File: config.mk
export PLATFORM = sky130hd
export DESIGN_NAME = hmcg_top
export DESIGN_NICKNAME = d
export VERILOG_FILES = /design/src/common/hmcg_pkg.sv /design/src/verilog/hmcg_top.sv /design/src/verilog/hmcg_periph_gate.sv
export VERILOG_INCLUDE_DIRS = /design/src /design/src/common
export SDC_FILE = /design/constraint.sdc
export NUM_CORES = 1
export LEC_CHECK = 0
export BUFFER_PORTS_ARGS = -buffer_cell sky130_fd_sc_hd__buf_4
export CORE_ASPECT_RATIO = 2
export CORE_MARGIN = 1
export CORE_UTILIZATION = 49
export DETAILED_ROUTE_END_ITERATION = 6
export HOLD_SLACK_MARGIN = 0.15
export PLACE_DENSITY = 0.78
export REMOVE_ABC_BUFFERS = 1
export SETUP_SLACK_MARGIN = 0.05
export SLEW_MARGIN = 20
export SYNTH_ARGS = -nofsm -noshare
export SYNTH_HDL_FRONTEND = slang
export SYNTH_SLANG_ARGS = --single-unit
File: constraint.sdc
create_clock -name clk -period 2 [get_ports clk]
set_clock_uncertainty 0.1 [all_clocks]
set_input_delay 0.3 -clock clk [delete_from_list [all_inputs] [get_ports clk]]
set_output_delay 0.3 -clock clk [all_outputs]
set_load 0.1 [all_outputs]
File: src/common/hmcg_regs.svh
// constants of the halt mode clock gating block
`ifndef HMCG_REGS_SVH
`define HMCG_REGS_SVH

// ****************************************
// resumption waits, in cpu clocks
// ****************************************
`define HMCG_WAIT_VEC 4'h8
`define HMCG_WAIT_NOVEC 4'h2

// ****************************************
// reset values
// ****************************************
`define HMCG_PORT_RST 8'h00
`define HMCG_CNT_RST 4'h0

`endif

File: src/common/hmcg_pkg.sv
// types of the halt mode clock gating block
package hmcg_pkg;

  // ****************************************
  // controller states
  // ****************************************
  typedef enum logic [1:0] {
    HMCG_RUN  = 2'b00,
    HMCG_HALT = 2'b01,
    HMCG_WAKE = 2'b10
  } hmcg_state_type;

  // ****************************************
  // peripheral clock selections
  // ****************************************
  typedef struct packed {
    logic ta_src_ext;
    logic ta_running;
    logic uart_a_from_ta;
    logic uart_b_from_ta;
    logic csi_ext_clk;
    logic wt_src_hs;
    logic wt_src_sub;
  } hmcg_sel_type;

  // ****************************************
  // peripheral clock enables
  // ****************************************
  typedef struct packed {
    logic tmr16;
    logic tmr_a;
    logic uart_a;
    logic uart_b;
    logic csi;
    logic wdt;
    logic watch;
    logic clk_mon;
  } hmcg_en_type;

  // ****************************************
  // clock source status seen in halt
  // ****************************************
  typedef struct packed {
    logic halt_sub;
    logic halted;
    logic hs_run;
    logic iosc_stopped;
    logic opt_stoppable;
  } hmcg_src_type;

endpackage

File: src/verilog/hmcg_top.sv
// halt mode controller: cpu clock gate, port hold, peripheral clocks
//
// Behaviour
// - executing halt while on the subsystem clock gates off the cpu clock.
// - the port output latch keeps its pre-halt value throughout halt.
// - with the high-speed oscillator off, timer a counts only on its pin.
// - hs off: both async ports run only when clocked from a running timer a.
// - hs off: the clocked serial port shifts only from the external shift clock.
// - an option bit allows stopping the oscillator; then watchdog halts.
// - the internal oscillator is stopped only if allowed and requested.
// - hs on, internal off: the watch timer runs only from the hs clock.
// - hs off: the watch timer runs only from the subsystem clock.
// - an unmasked interrupt ends halt after 8 or 2 clocks of wait.
// - reset ends halt and restarts from the reset vector.
`timescale 1ns/1ps
`include "hmcg_regs.svh"
module hmcg_top #(
  parameter int PORT_W = 8
) (
  input wire logic clk,
  input wire logic rst,
  input wire logic halt_exec,
  input wire logic cpu_on_subclk,
  input wire logic hs_osc_run,
  input wire logic opt_iosc_soft_stop,
  input wire logic sw_iosc_stop,
  input wire logic irq_unmasked,
  input wire logic irq_enable,
  input wire logic port_wr,
  input wire logic [PORT_W-1:0] port_wr_data,
  input wire hmcg_pkg::hmcg_sel_type periph_sel,
  output logic cpu_clk_en,
  output logic halted,
  output logic iosc_run,
  output logic [PORT_W-1:0] port_latch,
  output hmcg_pkg::hmcg_en_type periph_en,
  output logic vector_take,
  output logic resume_next,
  output logic reset_vector
);

  // ****************************************
  // state
  // ****************************************
  typedef struct packed {
    // controller state and latched halt context
    hmcg_pkg::hmcg_state_type st;
    logic loaded;
    logic opt;
    logic halt_sub;
    // wake wait
    logic vec;
    logic [3:0] cnt;
    // port latch and registered outputs
    logic [PORT_W-1:0] port;
    logic cpu_en;
    logic iosc_run;
    hmcg_pkg::hmcg_en_type en;
    logic vec_pulse;
    logic next_pulse;
    logic rst_vec;
    logic hlt;
  } hmcg_reg_type;

  hmcg_reg_type r_q;
  hmcg_reg_type r_d;
  hmcg_pkg::hmcg_src_type src;
  hmcg_pkg::hmcg_en_type en_next;
  logic iosc_stop;
  // decoded requests
  logic in_halt;
  logic opt_take;
  logic port_take;
  logic halt_take;
  logic wake_take;
  logic wait_done;
  logic [3:0] wait_load;

  // ****************************************
  // peripheral gating
  // ****************************************
  always_comb begin
    // a stop request counts only where the option allows it
    iosc_stop = r_q.opt & sw_iosc_stop;
    src.halt_sub = in_halt & r_q.halt_sub;
    src.halted = in_halt;
    // oscillators are seen live; the halt context is latched
    src.hs_run = hs_osc_run;
    src.iosc_stopped = iosc_stop;
    src.opt_stoppable = r_q.opt;
  end

  hmcg_periph_gate u_gate (
    .src(src),
    .sel(periph_sel),
    .en(en_next)
  );

  // ****************************************
  // request decode
  // ****************************************
  always_comb begin
    in_halt = (r_q.st != hmcg_pkg::HMCG_RUN);
    // the option setting is taken once after reset, like a fuse
    opt_take = ~r_q.loaded;
    // cpu writes only reach the latch while the cpu still runs
    port_take = ~in_halt & port_wr;
    halt_take = ~in_halt & halt_exec;
    // only the halt state listens; the wake wait is not restarted
    wake_take = (r_q.st == hmcg_pkg::HMCG_HALT) & irq_unmasked;
    wait_done = (r_q.st == hmcg_pkg::HMCG_WAKE)
              & (r_q.cnt == `HMCG_CNT_RST);
    // the count runs down to zero, so it starts one below the wait
    if (irq_enable) begin
      wait_load = `HMCG_WAIT_VEC - 4'h1;
    end else begin
      wait_load = `HMCG_WAIT_NOVEC - 4'h1;
    end
  end

  // ****************************************
  // next state
  // ****************************************
  always_comb begin
    r_d = r_q;
    // wake and reset marks are single-cycle pulses
    r_d.vec_pulse = 1'b0;
    r_d.next_pulse = 1'b0;
    r_d.rst_vec = 1'b0;
    // peripheral enables are registered one stage after the sources
    r_d.en = en_next;
    r_d.iosc_run = ~iosc_stop;
    if (opt_take) begin
      r_d.loaded = 1'b1;
      r_d.opt = opt_iosc_soft_stop;
    end
    case (r_q.st)
      hmcg_pkg::HMCG_RUN: begin
        if (port_take) begin
          r_d.port = port_wr_data;
        end
        // halt context is captured at the instruction edge
        if (halt_take) begin
          r_d.st = hmcg_pkg::HMCG_HALT;
          r_d.halt_sub = cpu_on_subclk;
          r_d.cpu_en = 1'b0;
        end
      end
      hmcg_pkg::HMCG_HALT: begin
        // port writes are ignored: the latch stays frozen
        if (wake_take) begin
          r_d.st = hmcg_pkg::HMCG_WAKE;
          r_d.vec = irq_enable;
          r_d.cnt = wait_load;
        end
      end
      hmcg_pkg::HMCG_WAKE: begin
        // the cpu clock stays off for the whole wait
        if (wait_done) begin
          r_d.st = hmcg_pkg::HMCG_RUN;
          r_d.halt_sub = 1'b0;
          r_d.cpu_en = 1'b1;
          // one pulse tells the cpu how to resume
          r_d.vec_pulse = r_q.vec;
          r_d.next_pulse = ~r_q.vec;
        end else begin
          r_d.cnt = r_q.cnt - 4'h1;
        end
      end
      default: begin
        // an illegal code recovers to run with the cpu clock on
        r_d.st = hmcg_pkg::HMCG_RUN;
        r_d.halt_sub = 1'b0;
        r_d.cpu_en = 1'b1;
        r_d.cnt = `HMCG_CNT_RST;
      end
    endcase
    // halted is kept in a flop so the output needs no decode
    r_d.hlt = (r_d.st != hmcg_pkg::HMCG_RUN);
  end

  // ****************************************
  // registers
  // ****************************************
  // synchronous reset, also the external reset that ends halt
  always_ff @(posedge clk) begin
    if (rst) begin
      r_q.st <= hmcg_pkg::HMCG_RUN;
      r_q.loaded <= 1'b0;
      r_q.opt <= 1'b0;
      r_q.halt_sub <= 1'b0;
      r_q.vec <= 1'b0;
      r_q.cnt <= `HMCG_CNT_RST;
      r_q.port <= PORT_W'(`HMCG_PORT_RST);
      r_q.cpu_en <= 1'b1;
      r_q.iosc_run <= 1'b1;
      r_q.en <= '1;
      r_q.vec_pulse <= 1'b0;
      r_q.next_pulse <= 1'b0;
      r_q.rst_vec <= 1'b1;
      r_q.hlt <= 1'b0;
    end else begin
      r_q <= r_d;
    end
  end

  // ****************************************
  // outputs
  // ****************************************
  always_comb begin
    // every output is a straight copy of a register
    cpu_clk_en = r_q.cpu_en;
    halted = r_q.hlt;
    iosc_run = r_q.iosc_run;
    port_latch = r_q.port;
    periph_en = r_q.en;
    vector_take = r_q.vec_pulse;
    resume_next = r_q.next_pulse;
    reset_vector = r_q.rst_vec;
  end

endmodule

File: src/verilog/hmcg_periph_gate.sv
// peripheral clock enables as a function of halt and clock sources
`timescale 1ns/1ps
module hmcg_periph_gate (
  input wire hmcg_pkg::hmcg_src_type src,
  input wire hmcg_pkg::hmcg_sel_type sel,
  output hmcg_pkg::hmcg_en_type en
);

  logic hs_off;
  logic iosc_off;

  always_comb begin
    hs_off = src.halt_sub & ~src.hs_run;
    iosc_off = src.halt_sub & src.iosc_stopped;
    en = '1;
    en.tmr16 = ~hs_off;
    if (hs_off) begin
      en.tmr_a = sel.ta_src_ext;
      en.uart_a = sel.uart_a_from_ta & sel.ta_src_ext & sel.ta_running;
      en.uart_b = sel.uart_b_from_ta & sel.ta_src_ext & sel.ta_running;
      en.csi = sel.csi_ext_clk;
      en.watch = sel.wt_src_sub;
    end else if (iosc_off) begin
      en.watch = sel.wt_src_hs;
    end
    if (src.halted && src.opt_stoppable) begin
      en.wdt = 1'b0;
    end
    if (iosc_off) begin
      en.clk_mon = 1'b0;
    end
  end

endmodule

# Word-level counts from Yosys, hierarchy flattened
# Cells that the tools add are included.
[totals] in_bits=25 elab_cells=79 reg_bits=32 output_inout_bits=22
[classes] add_sub_neg=1 n_reduce_logical=11 bitwise=21 muxes=19 eq_ne=6
[ops] op="bitwise AND 1 bit" count=12
[ops] op="case mux 4 bit (3 select lines)" count=1
[ops] op="NOT 1 bit" count=9
[ops] op="2-to-1 mux 1 bit" count=8
[ops] op="2-to-1 mux 2 bit" count=4
[ops] op="inequality test 2 bit, second input constant" count=4
[ops] op="case mux 1 bit (3 select lines)" count=2
[ops] op="case mux 2 bit (3 select lines)" count=1
[ops] op="AND reduction 3 bit" count=2
[ops] op="2-to-1 mux 5 bit" count=1
[ops] op="zero test 4 bit" count=1
[ops] op="2-to-1 mux 4 bit" count=1
[ops] op="AND reduction 2 bit" count=2
[ops] op="nonzero test 2 bit" count=2
[ops] op="subtractor 4 x 1 -> 4 bit, second input constant" count=1
[ops] op="2-to-1 mux 3 bit" count=1
[ops] op="OR reduction 3 bit" count=1
[ops] op="== test 2 x 1 -> 1 bit, second input constant" count=1
[ops] op="== test 2 bit, second input constant" count=1
[ops] op="zero test 2 bit" count=1
[ops] op="OR reduction 2 bit" count=1
[ops] op="logical AND 1 bit" count=1

# Depth between registers and ports, before layout
[logic_depth] word_depth=7 ltp_mapped=7 mapped_depth_nobuf=6

# Hierarchy
# A second synthesis with hierarchy kept.
[unflattened] cells_unflattened=163 hier_area_um2=1450.1
[modules_own_cells] module="hmcg_top" cells_each=150 area_each_um2=1373.8 n_inst=1 seq_area_each_um2=640.6
[modules_own_cells] module="hmcg_periph_gate" cells_each=13 area_each_um2=76.3 n_inst=1 seq_area_each_um2=0.0

# Worst setup path after synthesis
# OpenSTA, ideal clock, no wires.
[synth_path] kind="reg2reg" startpoint="register r_q[31] in the netlist's numbering" endpoint="register r_q[22] in the netlist's numbering" synth_period_minus_slack_ps=1742 required_time_ps=1835 setup_ps=65 path_slack_ps=258 path_stages_with_launch=7 n_path_buf=0 arrival_ps=1577 path_cell_list="dfxtp_1 -> inv_1 -> ha_1 -> nor2b_1 -> a311oi_1 -> mux2_2 -> nor2_1"
[synth_between] elab_chain_cells=4 word_cells_on_any_way=10 classes_between="4 x eq/ne; 1 x mux; 3 x bitwise; 2 x reduce/logical"
[synth_lines] element="from (decl)" line="hmcg_top.sv:65" text="hmcg_reg_type r_q;"
[synth_lines] element="from (signal assigned)" line="hmcg_top.sv:203" text="r_q <= r_d;"
[synth_lines] element="== test 2 bit or == test 2 x 1 -> 1 bit (tied branches)" line="hmcg_top.sv:111, hmcg_top.sv:137, hmcg_top.sv:110"
[synth_lines] element="bitwise AND 1 bit (on tied branches)" line="hmcg_top.sv:111, hmcg_top.sv:110"
[synth_lines] element="inequality test 2 bit (no line)"
[synth_lines] element="AND reduction 3 bit (no line)"
# Several ways; a longest one is shown, not always the timed one.
# A chain may end at the register's enable or synchronous reset.

# Final worst setup path
[layout_path] startpoint="register r_q[22] in the netlist's numbering" endpoint="register r_q, in the netlist cpu_clk_en"
[layout_between] elab_chain_cells=4
[layout_lines] element="zero test 4 bit (no line)"
[layout_lines] element="bitwise AND 1 bit" line="hmcg_top.sv:111" text="wait_done = (r_q.st == hmcg_pkg::HMCG_WAKE)"
[layout_lines] element="inequality test 2 bit (no line)"
[layout_lines] element="AND reduction 3 bit (no line)"
# No other way between the ends.

==> impl_metrics.csv <==
group,metric,value,unit
hold_path,min-delay-path-class,"in2reg",
final_layout,drive_gt1_frac,0.3179,
synth,synthCells,156,
sta,final-setup-viol-count,0,
worst_setup_path,startpoint,"r_q[22]$_SDFFE_PP0P_",
clocking,postCtsSetupRepairBufs,0,
floorplanning,io_pins,47,
routing,detail-route-antenna-nets,0,
global_route,grt_max_degree,24,
synth,synthDistinctLibCells,33,
worst_setup_path,cpLargestDelayFamily,"compound AO/OA/AOI/OAI gates",
sta,holdWs,0.1575,ns
sta,fin_crit_sh,0.9214,
clocking,clk_pin_slew,0.06,ns
sta,maxSlewHeadroom,0.7663,
placed_design,place_congestion,0.7413,
final_layout,post-route-util,0.6755,
worst_setup_path,cp-end-kind,"flip-flop",
power,power_density,879.6,nW/um^2
placed_design,dp.cells,212,
power,ir_drop,0.0004995,V
final_layout,layout_common_cells,"buf_4, dfxtp_1, nand2_1, a21oi_1, nand3_1",
final_layout,area_delta_synth_final,27.15,%
sta,fmax,542.7,MHz
flow_run,drv_cap,0,
placed_design,port_buffers,46,
synth,synthArstFlopShare,0,
routing,dr.pass1.iters,4,
synth,synth-seq-cells,32,
sta,hold_violations,0,
synth,synth-main-ff-cell,"dfxtp_1",
routing,wl,3.130,mm
power,p_leak,0.7700,nW
routing,wl_per_cell,14.04,um
run_status,status,"finished clean",
global_route,grt_usage,0.2236,
synth,syn_area,1383,sq um
sta,drv_slew,0,
floorplanning,initial_core_util,0.5313,
floorplanning,core_area,2603,sq um
clocking,cts_tree,"built",
placed_design,post-place-ws,0.1682,ns
final_layout,diodes,0,
global_route,grt_overflow,0,
global_route,grt_pass1_vias,1177,
final_layout,instances_no_fill,223,
synth,yosys.area.top_type,"dfxtp_1",
routing,via_count,1219,
synth,synth_edf_count,0,
sta,layout_min_cycle_time,1.843,ns
synth,yosys_warnings,0,
worst_setup_path,cp_max_fo,5,
floorplanning,die_w,39.56,um
final_layout,nNetsFinal,225,
synth,ys_seq_area_frac,0.4633,
synth,synth_top_area_frac,0.4633,
floorplanning,die_h,77.12,um
worst_setup_path,slowest_delay,0.40,ns
floorplanning,die_area,3051,sq um
final_layout,layout.cells.most_common,"buf_4",
worst_setup_path,r2r_start,"r_q[22]$_SDFFE_PP0P_",
sta,tightest_slew,0.3505,ns
routing,drc,0,
hold_path,min_from,"periph_sel[0]",
sta,worst_slack,0.1573,ns
worst_setup_path,path_cells,"inv_1 -> ha_2 -> or3b_1 -> a21oi_2 -> nand2_1 -> a221o_1",
worst_setup_path,cp.arrival,1.91,ns
global_route,grt_pass1_wl,4.747,mm
floorplanning,core.rowCount,26,
worst_setup_path,critPathKind,"reg2reg",
clocking,cts_buffers,5,
clocking,htreeDepth,2,
final_layout,n_fill_cell,225,
routing,drtIter0Drc,16,
synth,netlist_top_cells_area,"dfxtp_1, buf_4, a21oi_1, nand3_1, nand2_1",
sta,rsz0062_at_grt,"false",
clocking,cts_buffer_depth,2,
placed_design,hpwl,2.306,mm
clocking,clock_latency,0.27,ns
routing,vias_per_cell,5.466,
worst_setup_path,worstPathRequired,2.07,ns
global_route,antenna_found_initial,0,
sta,tns,0,ns
worst_setup_path,critPathBufInv,1,
worst_setup_path,worst_path_max_delay_cell,"or3b_1",
worst_setup_path,critPathLaunchType,"flip-flop",
clocking,cts.sinks,32,
synth,syn_area_per_cell,8.863,sq um
clocking,cts_root_buf,"clkbuf_8",
-- power breakdown --
group,switching [W],leakage [nW],internal [W]
clock network,0.000210,0.0410,0.000236
logic,0.000283,0.467,0.000127
registers,0.0000205,0.262,0.000671
-- state kept, by name (all words and copies together), names as in the netlist --
register      cells
r_q              10
vector_take       1
periph_en         8
halted            1
cpu_clk_en        1
resume_next       1
port_latch        8
iosc_run          1
reset_vector      1
-- final cells by class --
type | instances | area, sq um | share of cell area
Tap cell | 28 | 35.03 | 0.01993
Clock inverter | 1 | 5.005 | 0.002847
Multi-Input combinational cell | 94 | 563.0 | 0.3203
Clock buffer | 6 | 72.57 | 0.04128
Inverter | 9 | 33.78 | 0.01922
Timing Repair Buffer | 53 | 407.9 | 0.2320
Sequential cell | 32 | 640.6 | 0.3644
-- path summary, 6_finish.rpt --
kind,cells after the start,slack (ns),endpoint
worst max-delay path,6,0.16,cpu_clk_en$_SDFFE_PP1P_
worst min-delay path,3,0.16,periph_en[1]$_SDFF_PP1_
worst max register to register,6,0.16,cpu_clk_en$_SDFFE_PP1P_
worst min register to register,1,0.33,periph_en[1]$_SDFF_PP1_
-- cells by family (layout without fill, tap and decap cells) --
logic type	Yosys count	count (layout)	synth area share
AND/OR/NAND/NOR	55	55	0.1955
flip-flops	32	32	0.4633
AO/OA/AOI/OAI	31	31	0.1385
buffers and inverters	30	69	0.1357
adder cells (fa/ha/maj)	5	5	0.04525
multiplexers	2	2	0.01538
XOR/XNOR	1	1	0.006336
-- metal layers --
layer,GRT usage,vias to the layer above,part of all wire
met3,0.06647,12,0.055
met1,0.1929,563,0.33
met5,0,-,0
met4,0.1448,0,0.035
met2,0.3934,49,0.58
li1,-,595,-
-- per-stage QoR --
step,instance area [sq um],power (W)
2_1_floorplan,1229,0.0009732
3_3_place_gp,1632,0.001090
3_5_place_dp,1632,0.001102
4_1_cts,1749,0.001557
5_1_grt,1758,0.001619
6_report,1758,0.001546
-- worst min-delay path, cell delays in order --
cell and delay, ns:
buf_4 0.08, o21ai_0 0.06, nand3_1 0.07
-- synth_stat cells (2+ instances only) --
library cell	count
ha_1	5
nand2b_1	3
a21oi_1	17
nor2b_1	2
nor2_1	6
o311a_1	2
nand4_1	3
nand3_1	15
clkbuf_1	3
buf_4	16
nand2_1	18
dfxtp_1	32
buf_6	2
o21ai_0	5
inv_1	9
-- repair_timing --
| action | 4_1_cts | 5_1_grt |
|---|---|---|
| resized for setup | 0 | 2 |
| hold buffers | 4 | 0 |
| endpoints found under the hold margin | 4 | 0 |
| endpoints found under the setup margin | 0 | 2 |
Power figures use the tool's default switching activity.
